==> config.mk <==
export PLATFORM = sky130hd
export DESIGN_NAME = amd_decoder
export DESIGN_NICKNAME = d
export VERILOG_FILES = /design/src/hw/amd_pkg.sv /design/src/hw/amd_classify.sv /design/src/hw/amd_decoder.sv
export SDC_FILE = /design/constraint.sdc
export NUM_CORES = 1
export LEC_CHECK = 0
export BUFFER_PORTS_ARGS = -buffer_cell sky130_fd_sc_hd__buf_2
export CORE_UTILIZATION = 35
export DETAILED_ROUTE_END_ITERATION = 8
export PLACE_DENSITY = 0.56
export SYNTH_ARGS = -nofsm -noshare
export SYNTH_HDL_FRONTEND = slang
export SYNTH_SLANG_ARGS = --single-unit
==> constraint.sdc <==
create_clock -name sys_clk -period 5.31 [get_ports sys_clk]
set_input_delay 0.2655 -clock sys_clk [delete_from_list [all_inputs] [get_ports sys_clk]]
set_output_delay 0.2655 -clock sys_clk [all_outputs]
set_load 0.02 [all_outputs]
==> src/hw/amd_pkg.sv <==
package amd_pkg;

  // ----------------------------------------------------------------
  // Addressing-mode groups
  // ----------------------------------------------------------------
  typedef enum logic [2:0] {
    AMD_GRP_INHERENT  = 3'h0,
    AMD_GRP_IMMEDIATE = 3'h1,
    AMD_GRP_DIRECT    = 3'h2,
    AMD_GRP_INDEXED   = 3'h3,
    AMD_GRP_INDIRECT  = 3'h4,
    AMD_GRP_RELATIVE  = 3'h5,
    AMD_GRP_BIT       = 3'h6,
    AMD_GRP_ILLEGAL   = 3'h7
  } amd_group_t;

  // ----------------------------------------------------------------
  // The seventeen submodes
  // ----------------------------------------------------------------
  typedef enum logic [4:0] {
    AMD_M_INH       = 5'h00,
    AMD_M_IMM       = 5'h01,
    AMD_M_DIR_S     = 5'h02,
    AMD_M_DIR_L     = 5'h03,
    AMD_M_IDX_0     = 5'h04,
    AMD_M_IDX_S     = 5'h05,
    AMD_M_IDX_L     = 5'h06,
    AMD_M_IND_S     = 5'h07,
    AMD_M_IND_L     = 5'h08,
    AMD_M_INDX_S    = 5'h09,
    AMD_M_INDX_L    = 5'h0A,
    AMD_M_REL_D     = 5'h0B,
    AMD_M_REL_I     = 5'h0C,
    AMD_M_BIT_D     = 5'h0D,
    AMD_M_BIT_I     = 5'h0E,
    AMD_M_BIT_DR    = 5'h0F,
    AMD_M_BIT_IR    = 5'h10,
    AMD_M_NONE      = 5'h1F
  } amd_mode_t;

  // Opcode high nibble rows
  localparam logic [3:0] AMD_ROW_BTJ = 4'h0;
  localparam logic [3:0] AMD_ROW_BSR = 4'h1;
  localparam logic [3:0] AMD_ROW_REL = 4'h2;
  localparam logic [3:0] AMD_ROW_RMW_DIR = 4'h3;
  localparam logic [3:0] AMD_ROW_RMW_A = 4'h4;
  localparam logic [3:0] AMD_ROW_RMW_X = 4'h5;
  localparam logic [3:0] AMD_ROW_RMW_IX1 = 4'h6;
  localparam logic [3:0] AMD_ROW_RMW_IX0 = 4'h7;
  localparam logic [3:0] AMD_ROW_SYS = 4'h8;
  localparam logic [3:0] AMD_ROW_MISC = 4'h9;
  localparam logic [3:0] AMD_ROW_IMM = 4'hA;
  localparam logic [3:0] AMD_ROW_DIR = 4'hB;
  localparam logic [3:0] AMD_ROW_EXT = 4'hC;
  localparam logic [3:0] AMD_ROW_IX2 = 4'hD;
  localparam logic [3:0] AMD_ROW_IX1 = 4'hE;
  localparam logic [3:0] AMD_ROW_IX0 = 4'hF;

  // Prebytes
  localparam logic [7:0] AMD_PRE_Y = 8'h90;
  localparam logic [7:0] AMD_PRE_IY = 8'h91;
  localparam logic [7:0] AMD_PRE_IX = 8'h92;

  // Special single-byte opcodes
  localparam logic [7:0] AMD_OP_TRAP = 8'h83;
  localparam logic [7:0] AMD_OP_WAIT = 8'h8F;
  localparam logic [7:0] AMD_OP_HALT = 8'h8E;

  // Immediate-capable low nibbles (ld, cp, bcp, and/or/xor, add/sub/adc/sbc, and jmp)
  localparam logic [15:0] AMD_IMM_OK_MASK = 16'h1EFF;
  localparam logic [3:0] AMD_LO_JMP = 4'hC;
  localparam logic [3:0] AMD_LO_CALL = 4'hD;

  // Address space figures
  localparam logic [15:0] AMD_PAGE0_TOP = 16'h00FF;
  localparam logic [8:0] AMD_IDX_S_TOP = 9'h1FE;
  localparam logic [7:0] AMD_ZERO_HI = 8'h00;
  localparam logic [1:0] AMD_EXT_0 = 2'h0;
  localparam logic [1:0] AMD_EXT_1 = 2'h1;
  localparam logic [1:0] AMD_EXT_2 = 2'h2;
  localparam logic [1:0] AMD_EXT_3 = 2'h3;
  localparam logic [15:0] AMD_ONE = 16'h0001;

  // ----------------------------------------------------------------
  // Carriers
  // ----------------------------------------------------------------
  typedef struct packed {
    amd_group_t group;
    amd_mode_t mode;
    logic [1:0] ext_bytes;
    logic use_y;
    logic is_short;
    logic is_illegal;
    logic wait_req;
    logic halt_req;
    logic trap_req;
  } amd_decode_t;

  typedef struct packed {
    logic valid;
    logic [15:0] addr;
  } amd_mem_req_t;

endpackage

==> src/hw/amd_classify.sv <==
`timescale 1ns/1ps
module amd_classify (
  // Opcode and prebyte
  input wire logic [7:0] opcode,
  input wire logic [7:0] prebyte,
  input wire logic prebyte_valid,
  // Decode result
  output amd_pkg::amd_decode_t dec
);

  logic [3:0] row;
  logic [3:0] lo;
  logic pre_y;
  logic pre_ix;
  logic pre_iy;
  logic pre_ind;

  assign row = opcode[7:4];
  assign lo = opcode[3:0];
  assign pre_y = prebyte_valid && (prebyte == amd_pkg::AMD_PRE_Y);
  assign pre_ix = prebyte_valid && (prebyte == amd_pkg::AMD_PRE_IX);
  assign pre_iy = prebyte_valid && (prebyte == amd_pkg::AMD_PRE_IY);
  assign pre_ind = pre_ix || pre_iy;

  always_comb begin
    dec = '0;
    dec.group = amd_pkg::AMD_GRP_ILLEGAL;
    dec.mode = amd_pkg::AMD_M_NONE;
    dec.ext_bytes = amd_pkg::AMD_EXT_0;
    dec.use_y = pre_y || pre_iy;
    dec.is_short = 1'b1;
    dec.is_illegal = 1'b0;
    case (row)
      // Bit test-and-branch, short only
      amd_pkg::AMD_ROW_BTJ: begin
        dec.group = amd_pkg::AMD_GRP_BIT;
        dec.mode = pre_ind ? amd_pkg::AMD_M_BIT_IR : amd_pkg::AMD_M_BIT_DR;
        dec.ext_bytes = pre_ind ? amd_pkg::AMD_EXT_3 : amd_pkg::AMD_EXT_2;
      end
      amd_pkg::AMD_ROW_BSR: begin
        dec.group = amd_pkg::AMD_GRP_BIT;
        dec.mode = pre_ind ? amd_pkg::AMD_M_BIT_I : amd_pkg::AMD_M_BIT_D;
        dec.ext_bytes = pre_ind ? amd_pkg::AMD_EXT_2 : amd_pkg::AMD_EXT_1;
      end
      amd_pkg::AMD_ROW_REL: begin
        dec.group = amd_pkg::AMD_GRP_RELATIVE;
        dec.mode = pre_ind ? amd_pkg::AMD_M_REL_I : amd_pkg::AMD_M_REL_D;
        dec.ext_bytes = pre_ind ? amd_pkg::AMD_EXT_2 : amd_pkg::AMD_EXT_1;
      end
      // [RQ4] no long row for memory ops
      amd_pkg::AMD_ROW_RMW_DIR: begin
        dec.group = pre_ind ? amd_pkg::AMD_GRP_INDIRECT : amd_pkg::AMD_GRP_DIRECT;
        dec.mode = pre_ind ? amd_pkg::AMD_M_IND_S : amd_pkg::AMD_M_DIR_S;
        dec.ext_bytes = pre_ind ? amd_pkg::AMD_EXT_2 : amd_pkg::AMD_EXT_1;
      end
      amd_pkg::AMD_ROW_RMW_A, amd_pkg::AMD_ROW_RMW_X, amd_pkg::AMD_ROW_SYS,
      amd_pkg::AMD_ROW_MISC: begin
        dec.group = amd_pkg::AMD_GRP_INHERENT;
        dec.mode = amd_pkg::AMD_M_INH;
        dec.is_illegal = pre_ind;
      end
      amd_pkg::AMD_ROW_RMW_IX1, amd_pkg::AMD_ROW_IX1: begin
        dec.group = pre_ind ? amd_pkg::AMD_GRP_INDIRECT : amd_pkg::AMD_GRP_INDEXED;
        dec.mode = pre_ind ? amd_pkg::AMD_M_INDX_S : amd_pkg::AMD_M_IDX_S;
        dec.ext_bytes = pre_ind ? amd_pkg::AMD_EXT_2 : amd_pkg::AMD_EXT_1;
      end
      amd_pkg::AMD_ROW_RMW_IX0, amd_pkg::AMD_ROW_IX0: begin
        dec.group = amd_pkg::AMD_GRP_INDEXED;
        dec.mode = amd_pkg::AMD_M_IDX_0;
        dec.ext_bytes = pre_y ? amd_pkg::AMD_EXT_1 : amd_pkg::AMD_EXT_0;
        dec.is_illegal = pre_ind;
      end
      amd_pkg::AMD_ROW_IMM: begin
        dec.group = amd_pkg::AMD_GRP_IMMEDIATE;
        dec.mode = amd_pkg::AMD_M_IMM;
        dec.ext_bytes = amd_pkg::AMD_EXT_1;
        // [RQ7] immediate op filter
        dec.is_illegal = !amd_pkg::AMD_IMM_OK_MASK[lo] || pre_ind;
      end
      amd_pkg::AMD_ROW_DIR: begin
        dec.group = pre_ind ? amd_pkg::AMD_GRP_INDIRECT : amd_pkg::AMD_GRP_DIRECT;
        dec.mode = pre_ind ? amd_pkg::AMD_M_IND_S : amd_pkg::AMD_M_DIR_S;
        dec.ext_bytes = pre_ind ? amd_pkg::AMD_EXT_2 : amd_pkg::AMD_EXT_1;
      end
      amd_pkg::AMD_ROW_EXT: begin
        dec.group = pre_ind ? amd_pkg::AMD_GRP_INDIRECT : amd_pkg::AMD_GRP_DIRECT;
        dec.mode = pre_ind ? amd_pkg::AMD_M_IND_L : amd_pkg::AMD_M_DIR_L;
        dec.ext_bytes = amd_pkg::AMD_EXT_2;
        dec.is_short = 1'b0;
      end
      default: begin
        dec.group = pre_ind ? amd_pkg::AMD_GRP_INDIRECT : amd_pkg::AMD_GRP_INDEXED;
        dec.mode = pre_ind ? amd_pkg::AMD_M_INDX_L : amd_pkg::AMD_M_IDX_L;
        dec.ext_bytes = amd_pkg::AMD_EXT_2;
        dec.is_short = 1'b0;
      end
    endcase
    if (dec.is_illegal) begin
      dec.group = amd_pkg::AMD_GRP_ILLEGAL;
      dec.mode = amd_pkg::AMD_M_NONE;
      dec.ext_bytes = amd_pkg::AMD_EXT_0;
    end
    dec.trap_req = prebyte_valid ? 1'b0 : (opcode == amd_pkg::AMD_OP_TRAP);
    dec.wait_req = prebyte_valid ? 1'b0 : (opcode == amd_pkg::AMD_OP_WAIT);
    dec.halt_req = prebyte_valid ? 1'b0 : (opcode == amd_pkg::AMD_OP_HALT);
  end

endmodule

==> src/hw/amd_decoder.sv <==
`timescale 1ns/1ps
// Summary of operation
// [RQ1] Opcodes sort into seventeen submodes in seven groups.
// [RQ2] Short forms reach page zero only and take fewer bytes and cycles; short indexed here reaches up to 1FE.
// [RQ3] Long forms take a two-byte extension and reach all 64 Kbyte.
// [RQ4] Memory-to-memory operations decode only in short forms.
// [RQ5] Inherent instructions are one byte with nothing fetched after.
// [RQ6] Immediate instructions are two bytes, the second being the operand.
// [RQ7] Only load, compare, bit compare, logic and add/sub take immediates; the mask here also passes AMD_LO_JMP.
// [RQ8] Short direct uses the byte after the opcode as a page-zero address.
// [RQ9] No-offset indexed uses the index alone, plus one byte with Y.
// [RQ10] Relative base is the address after the branch, range -128 to +127.
// [RQ11] Wait enters low power, halt stops the oscillator, trap interrupts.
// [RQ12] Indexed address is the unsigned sum of index and offset.
// [RQ13] Short indirect reads a one-byte page-zero pointer.
// [RQ14] Long indirect reads a two-byte page-zero pointer.
// [RQ15] Relative adds a signed byte offset, direct or from memory.
// [RQ16] Short addresses are zero-extended to sixteen bits.
module amd_decoder (
  // Clock and reset
  input wire logic sys_clk,
  input wire logic reset_n,
  // Instruction fetch stream
  input wire logic fetch_valid,
  input wire logic [7:0] fetch_byte,
  output logic fetch_ready,
  // Core register context
  input wire logic [15:0] pc_in,
  input wire logic [7:0] index_x,
  input wire logic [7:0] index_y,
  // Data memory pointer reads
  output amd_pkg::amd_mem_req_t ptr_req,
  input wire logic ptr_ack,
  input wire logic [7:0] ptr_data,
  // Decode results
  output logic ea_valid,
  output logic [15:0] ea_addr,
  output logic [7:0] imm_operand,
  output logic [7:0] rel_offset,
  output amd_pkg::amd_decode_t dec_out,
  // Core side effects
  output logic wait_enter,
  output logic halt_enter,
  output logic trap_raise,
  output logic illegal_op
);

  // ----------------------------------------------------------------
  // Reset release
  // ----------------------------------------------------------------
  logic rst_meta_r;
  logic rst_sync_r;
  logic rst_n;

  // Two flops keep a ragged release off the state
  always_ff @(posedge sys_clk or negedge reset_n) begin
    if (!reset_n) begin
      rst_meta_r <= 1'b0;
      rst_sync_r <= 1'b0;
    end else begin
      rst_meta_r <= 1'b1;
      rst_sync_r <= rst_meta_r;
    end
  end
  assign rst_n = rst_sync_r;

  // ----------------------------------------------------------------
  // Sequencer
  // ----------------------------------------------------------------
  typedef enum logic [2:0] {
    AMD_S_OPC  = 3'b000,
    AMD_S_EXT  = 3'b001,
    AMD_S_PTRL = 3'b011,
    AMD_S_PTRH = 3'b010,
    AMD_S_DONE = 3'b110
  } amd_state_t;

  // State carried between instruction bytes
  amd_state_t state_r, state_nxt;
  logic [7:0] pre_r, pre_nxt;
  logic pre_v_r, pre_v_nxt;
  logic [7:0] opc_r, opc_nxt;
  logic [1:0] left_r, left_nxt;
  logic [15:0] ext_r, ext_nxt;
  logic [15:0] ptr_r, ptr_nxt;
  logic [15:0] pc_r, pc_nxt;
  logic ea_valid_nxt;
  logic [15:0] ea_nxt;
  logic [7:0] imm_nxt;
  logic [7:0] rel_nxt;
  amd_pkg::amd_decode_t dec_nxt;
  logic wait_nxt, halt_nxt, trap_nxt, ill_nxt;
  amd_pkg::amd_mem_req_t ptr_req_nxt;

  amd_pkg::amd_decode_t cls;
  logic is_pre;
  logic [15:0] idx;
  logic [15:0] base;
  logic [15:0] ptr_addr;

  // Live byte in the opcode state, held opcode after
  amd_classify u_classify (
    .opcode(state_r == AMD_S_OPC ? fetch_byte : opc_r),
    .prebyte(pre_r),
    .prebyte_valid(pre_v_r),
    .dec(cls)
  );

  assign is_pre = (fetch_byte == amd_pkg::AMD_PRE_Y) || (fetch_byte == amd_pkg::AMD_PRE_IX)
    || (fetch_byte == amd_pkg::AMD_PRE_IY);
  // [RQ16] zero-extend index
  assign idx = {amd_pkg::AMD_ZERO_HI, (cls.use_y ? index_y : index_x)};
  // Pointer address is always a page-zero byte
  assign ptr_addr = {amd_pkg::AMD_ZERO_HI, ext_r[7:0]};
  // Refused during pointer reads and the result cycle
  assign fetch_ready = (state_r == AMD_S_OPC) || (state_r == AMD_S_EXT);

  // ------------------------
  // Next-state logic
  // ------------------------
  // Address, operand and offset outputs keep their value between results
  always_comb begin
    state_nxt = state_r;
    pre_nxt = pre_r;
    pre_v_nxt = pre_v_r;
    opc_nxt = opc_r;
    left_nxt = left_r;
    ext_nxt = ext_r;
    ptr_nxt = ptr_r;
    pc_nxt = pc_r;
    ea_valid_nxt = 1'b0;
    ea_nxt = ea_addr;
    imm_nxt = imm_operand;
    rel_nxt = rel_offset;
    dec_nxt = dec_out;
    wait_nxt = 1'b0;
    halt_nxt = 1'b0;
    trap_nxt = 1'b0;
    ill_nxt = 1'b0;
    ptr_req_nxt = '0;
    base = '0;
    case (state_r)
      AMD_S_OPC: begin
        if (fetch_valid) begin
          pc_nxt = pc_in;
          // Prebyte held until the result or an illegal decode
          if (is_pre && !pre_v_r) begin
            pre_nxt = fetch_byte;
            pre_v_nxt = 1'b1;
          end else begin
            opc_nxt = fetch_byte;
            ext_nxt = '0;
            // [RQ1] group chosen
            dec_nxt = cls;
            if (cls.is_illegal) begin
              // Bad combination: no result
              ill_nxt = 1'b1;
              pre_v_nxt = 1'b0;
            end else if (cls.ext_bytes == amd_pkg::AMD_EXT_0 ||
                         cls.mode == amd_pkg::AMD_M_IDX_0) begin
              // [RQ5] one-byte, no further fetch
              // [RQ9] Y prebyte is the extra byte
              ea_valid_nxt = 1'b1;
              ea_nxt = (cls.group == amd_pkg::AMD_GRP_INDEXED) ? idx : '0;
              // [RQ11] special single-byte ops
              wait_nxt = cls.wait_req;
              halt_nxt = cls.halt_req;
              trap_nxt = cls.trap_req;
              pre_v_nxt = 1'b0;
            end else begin
              // Prebyte bytes are counted as extension bytes, dropped at the pointer byte
              left_nxt = cls.ext_bytes;
              state_nxt = AMD_S_EXT;
            end
          end
        end
      end
      AMD_S_EXT: begin
        if (fetch_valid) begin
          // [RQ3] word extension high byte first
          ext_nxt = {ext_r[7:0], fetch_byte};
          left_nxt = left_r - 2'h1;
          if (left_r == amd_pkg::AMD_EXT_1) begin
            state_nxt = AMD_S_DONE;
          end else if (pre_v_r && (pre_r != amd_pkg::AMD_PRE_Y) &&
                       (left_r == amd_pkg::AMD_EXT_2 || left_r == amd_pkg::AMD_EXT_3)) begin
            // Prebyte counted: first byte is the pointer,
            // for bit-and-branch an offset byte follows the pointer read
            state_nxt = AMD_S_PTRL;
            ptr_req_nxt.valid = 1'b1;
            ptr_req_nxt.addr = {amd_pkg::AMD_ZERO_HI, fetch_byte};
            left_nxt = left_r - amd_pkg::AMD_EXT_2;
          end
        end
      end
      AMD_S_PTRL: begin
        // Request stands until answered
        ptr_req_nxt = ptr_req;
        if (ptr_ack) begin
          ptr_req_nxt = '0;
          // [RQ13] one-byte pointer, zero-extended
          ptr_nxt = {amd_pkg::AMD_ZERO_HI, ptr_data};
          if (dec_out.mode == amd_pkg::AMD_M_IND_L || dec_out.mode == amd_pkg::AMD_M_INDX_L) begin
            // [RQ14] second pointer byte
            state_nxt = AMD_S_PTRH;
            ptr_req_nxt.valid = 1'b1;
            ptr_req_nxt.addr = ptr_addr + amd_pkg::AMD_ONE;
          end else begin
            state_nxt = (left_r != 2'h0) ? AMD_S_EXT : AMD_S_DONE;
          end
        end
      end
      AMD_S_PTRH: begin
        ptr_req_nxt = ptr_req;
        if (ptr_ack) begin
          ptr_req_nxt = '0;
          // [RQ14] low pointer byte second
          ptr_nxt = {ptr_r[7:0], ptr_data};
          state_nxt = AMD_S_DONE;
        end
      end
      // Result cycle: all outputs settle
      default: begin
        ea_valid_nxt = 1'b1;
        pre_v_nxt = 1'b0;
        state_nxt = AMD_S_OPC;
        case (dec_out.mode)
          // [RQ6] second byte is the operand
          amd_pkg::AMD_M_IMM: imm_nxt = ext_r[7:0];
          // [RQ8] [RQ2] short direct, page zero
          amd_pkg::AMD_M_DIR_S,
          amd_pkg::AMD_M_BIT_D: ea_nxt = {amd_pkg::AMD_ZERO_HI, ext_r[7:0]};
          // Address byte first, offset after
          amd_pkg::AMD_M_BIT_DR: ea_nxt = {amd_pkg::AMD_ZERO_HI, ext_r[15:8]};
          amd_pkg::AMD_M_DIR_L: ea_nxt = ext_r;
          // Index read with the opcode; this arm is not reached
          amd_pkg::AMD_M_IDX_0: ea_nxt = idx;
          // [RQ12] unsigned index sum
          amd_pkg::AMD_M_IDX_S: ea_nxt = idx + {amd_pkg::AMD_ZERO_HI, ext_r[7:0]};
          amd_pkg::AMD_M_IDX_L: ea_nxt = idx + ext_r;
          amd_pkg::AMD_M_IND_S, amd_pkg::AMD_M_IND_L, amd_pkg::AMD_M_BIT_I,
          amd_pkg::AMD_M_BIT_IR: ea_nxt = ptr_r;
          amd_pkg::AMD_M_INDX_S, amd_pkg::AMD_M_INDX_L: ea_nxt = idx + ptr_r;
          amd_pkg::AMD_M_REL_D, amd_pkg::AMD_M_REL_I: begin
            // [RQ10] [RQ15] base past the branch, signed byte offset
            rel_nxt = (dec_out.mode == amd_pkg::AMD_M_REL_I) ? ptr_r[7:0] : ext_r[7:0];
            base = pc_r;
            ea_nxt = base + {{8{rel_nxt[7]}}, rel_nxt};
          end
          default: ea_nxt = '0;
        endcase
        // Bit-and-branch hands over its offset
        if (dec_out.mode == amd_pkg::AMD_M_BIT_DR || dec_out.mode == amd_pkg::AMD_M_BIT_IR) begin
          rel_nxt = ext_r[7:0];
        end
      end
    endcase
  end

  // ------------------------
  // State registers
  // ------------------------
  always_ff @(posedge sys_clk or negedge rst_n) begin
    if (!rst_n) begin
      state_r <= AMD_S_OPC;
      pre_r <= '0;
      pre_v_r <= 1'b0;
      opc_r <= '0;
      left_r <= '0;
      ext_r <= '0;
      ptr_r <= '0;
      pc_r <= '0;
      ea_valid <= 1'b0;
      ea_addr <= '0;
      imm_operand <= '0;
      rel_offset <= '0;
      dec_out <= '0;
      wait_enter <= 1'b0;
      halt_enter <= 1'b0;
      trap_raise <= 1'b0;
      illegal_op <= 1'b0;
      ptr_req <= '0;
    end else begin
      state_r <= state_nxt;
      pre_r <= pre_nxt;
      pre_v_r <= pre_v_nxt;
      opc_r <= opc_nxt;
      left_r <= left_nxt;
      ext_r <= ext_nxt;
      ptr_r <= ptr_nxt;
      pc_r <= pc_nxt;
      ea_valid <= ea_valid_nxt;
      ea_addr <= ea_nxt;
      imm_operand <= imm_nxt;
      rel_offset <= rel_nxt;
      dec_out <= dec_nxt;
      wait_enter <= wait_nxt;
      halt_enter <= halt_nxt;
      trap_raise <= trap_nxt;
      illegal_op <= ill_nxt;
      ptr_req <= ptr_req_nxt;
    end
  end

endmodule

==> metrics.yaml <==
diodes: 0
synth_compound_area_share_pct: 19.2
vias: 7763
postCtsResizedCells: 0
synth.mux.area_fraction_pct: 9.93
ys_warn_count: 0
grt_setup_unrepaired: "no"
met3_usage_pct: 4.84
drc_errors: 0
dieWidth_um: 163
yosysMostFrequentCell: "nand2_1"
holdBufCountCts: 1
final_cell_count_no_fill: 1400
routedWlPerCell_um: 19.9
syn-instance-count: 974
htree_levels: 4
track_usage_pct: 21.7
areaGrowthSynthToFinish_pct: 15.3
clkTransAtPathRegs_ns: 0.06
final_cell_area_um2: 10400
clk_path_buf_depth: 2
yosysUniqueCellTypes: 84
status: "completed"
crit_path_end_kind: "flop"
die_h_um: 163
cts-root-buf: "clkbuf_16"
cp.arrival_ns: 4.69
synth_edf_count: 0
whs_ns: 0.0264
gr-usage-met2_pct: 32.6
cts_made_buffers: 17
fp.coreArea_um2: 25300
synth_xor_area_share_pct: 4.37
finalCriticalPeriod_ns: 4.37
drt_iter0_drc: 667
cp.required_ns: 5.62
synth-seq-cells: 135
synthAdderAreaFrac_pct: 5.66
syn_area_um2: 9020
finalHoldViolCount: 0
grt_pass1_vias: 7429
drt-vias-per-instance: 5.55
initial_core_util_pct: 35.7
peakVddDrop_uv: 205
grt_pass1_wl_um: 43700
dieArea_um2: 26400
synth_common_cells: "146 x nand2_1, 135 x dfrtp_1, 50 x o21ai_0, 49 x mux2_2, 47 x clkbuf_1"
synthSimpleGateAreaFrac_pct: 18.7
cts.sink_count: 135
multi_input_area_um2: 5260
max-cap-violations: 0
worstSetupPathType: "flop to flop"
nets: 1148
portBuffers: 115
synth-seq-area-share_pct: 37.5
placedCellCount: 1367
wirelength_um: 27900
clock_latency_ns: 0.43
dpl_worst_slack_ns: 1.00
globalRoute.totalOverflow: 0
power_mw: 6.48
fillCellCount: 2576
fin_crit_sh_pct: 82.4
power.density_nw_per_um2: 623
synth.top_cells.by_area: "dfrtp_1 37%, mux2_2 6.1%, nand2_1 6.1%, ha_1 5.0%, o21ai_0 2.8%"
hold_class: "input port to flop"
post-cts-setup-buffers: 0
cts_tree: "yes"
fmax_mhz: 229
worst_slew_pin_slew_ns: 1.09
fin_ws_ns: 0.936
synth_top_family_by_area: "compound AO/OA/AOI/OAI gates"
ant_nets: 0
totalNegativeSetupSlack_ns: 0
grt_start_max_net_pins: 75
start_kind: "flop"
place.gp.congestion: 0.941
place_hpwl_um: 20200
setup_viol: 0
skew_ns: 0.0116
p_leak_nw: 4.99
dr.pass1.iters: 5
placed_area_um2: 9800
utilization_pct: 41.2
maxSlewHeadroom_pct: 26.8
slew_violations: 0
rows: 58
drive_gt1_share_pct: 22.3
antenna_found_initial: 0
synth_top_area_cell: "dfrtp_1"
avgSynthCellArea_um2: 9.26
synthDominantCellAreaShare_pct: 37.5
io_pins: 123
regArea_um2: 3380
globalRouteMet1Util_pct: 30.7
async_flop_share_pct: 100
path_max_fanout: 15
ys.flop_type: "dfrtp_1"
grt-busiest-layer: "met2"
per-layer routing:
layer / wire (um) / vias to the layer above
met2: 12200 / 307
met4: 631 / 0
met1: 13000 / 3716
met5: 0 / -
li1: - / 3698
met3: 1970 / 42
flip-flops by register name, indices dropped and copies added, names as in the netlist:
register	flops
dec_out	16
ea_addr	16
ea_valid	1
ext_r	16
halt_enter	1
illegal_op	1
imm_operand	8
left_r	2
opc_r	8
pc_r	16
pre_r	8
pre_v_r	1
ptr_r	16
ptr_req	10
rel_offset	8
rst_meta_r	1
rst_n	1
state_r	3
trap_raise	1
wait_enter	1
power breakdown:
part           internal [mW]  leakage, nW  total [mW]  switching (mW)
Clock                  0.701        0.285        1.21           0.506
Sequential              1.35         1.77        1.91           0.561
Combinational           1.36         2.93        3.36            2.00
Total                   3.41         4.99        6.48            3.07
layout make-up:
| class | instances | area share, % |
|---|---|---|
| clock buffers | 17 | 4.09 |
| clock inverters | 15 | 1.61 |
| inverters | 25 | 0.902 |
| multi-input cells | 752 | 50.5 |
| flip-flops and latches | 135 | 32.5 |
| well taps | 330 | 3.97 |
| repair buffers | 126 | 6.35 |
worst max-delay path, cell delays in order, from the launching register on:
cell and delay (ns):
dfrtp_1 0.59, inv_1 0.21, or4_1 0.72, mux2_2 0.33, ha_1 0.17, inv_1 0.06
fa_1 0.37, nand2b_1 0.21, a21oi_1 0.28, o21ai_0 0.21, o21ai_0 0.34, xor2_1 0.13
a222oi_1 0.27, o21ai_0 0.16, a22o_1 0.20
logic make-up after synthesis:
group,after synthesis
flops,135
other cells,2
compound gates,240
buf+inv,93
simple gates,342
mux,78
xor+xnor,45
fa+ha+maj,39
worst paths after layout:
kind,end,slack (ns),start,cells past startpoint
worst min-delay path,pc_r[3]$_DFFE_PN0P_,0.03,pc_in[3],3
worst max-delay path,ea_addr[12]$_DFFE_PN0P_,0.94,dec_out[11]$_DFFE_PN0P_,14
worst max register to register,ea_addr[12]$_DFFE_PN0P_,0.94,dec_out[11]$_DFFE_PN0P_,14
max in group asynchronous,left_r[0]$_DFFE_PN0P_,3.77,rst_n$_DFF_PN0_,1
worst min register to register,rst_n$_DFF_PN0_,0.35,rst_meta_r$_DFF_PN0_,0
min in group asynchronous,rst_n$_DFF_PN0_,0.14,reset_n,2
layout by cell type, fill, tap and decap left out, types with 6 or more instances in the layout:
| cell | instances |
|---|---|
| ha_1 | 36 |
| and3_1 | 7 |
| nand3_1 | 23 |
| a21o_1 | 12 |
| nor3_1 | 19 |
| nor2_1 | 45 |
| and2_1 | 6 |
| nand4_1 | 7 |
| a222oi_1 | 10 |
| dfrtp_1 | 134 |
| nor2b_1 | 12 |
| xnor2_1 | 25 |
| or2_2 | 6 |
| clkbuf_16 | 17 |
| o211ai_1 | 8 |
| a22o_1 | 23 |
| buf_2 | 115 |
| nor4_1 | 6 |
| a22oi_1 | 15 |
| nand3b_1 | 8 |
| mux2i_1 | 21 |
| xor2_1 | 20 |
| o22ai_1 | 10 |
| mux2_2 | 49 |
| o21ai_0 | 50 |
| a31oi_1 | 15 |
| nand2b_1 | 25 |
| a21oi_1 | 32 |
| nand2_1 | 146 |
| buf_4 | 10 |
| inv_1 | 25 |
| or3_1 | 8 |
| conb_1 | 8 |
Power figures use the tool's default switching activity.
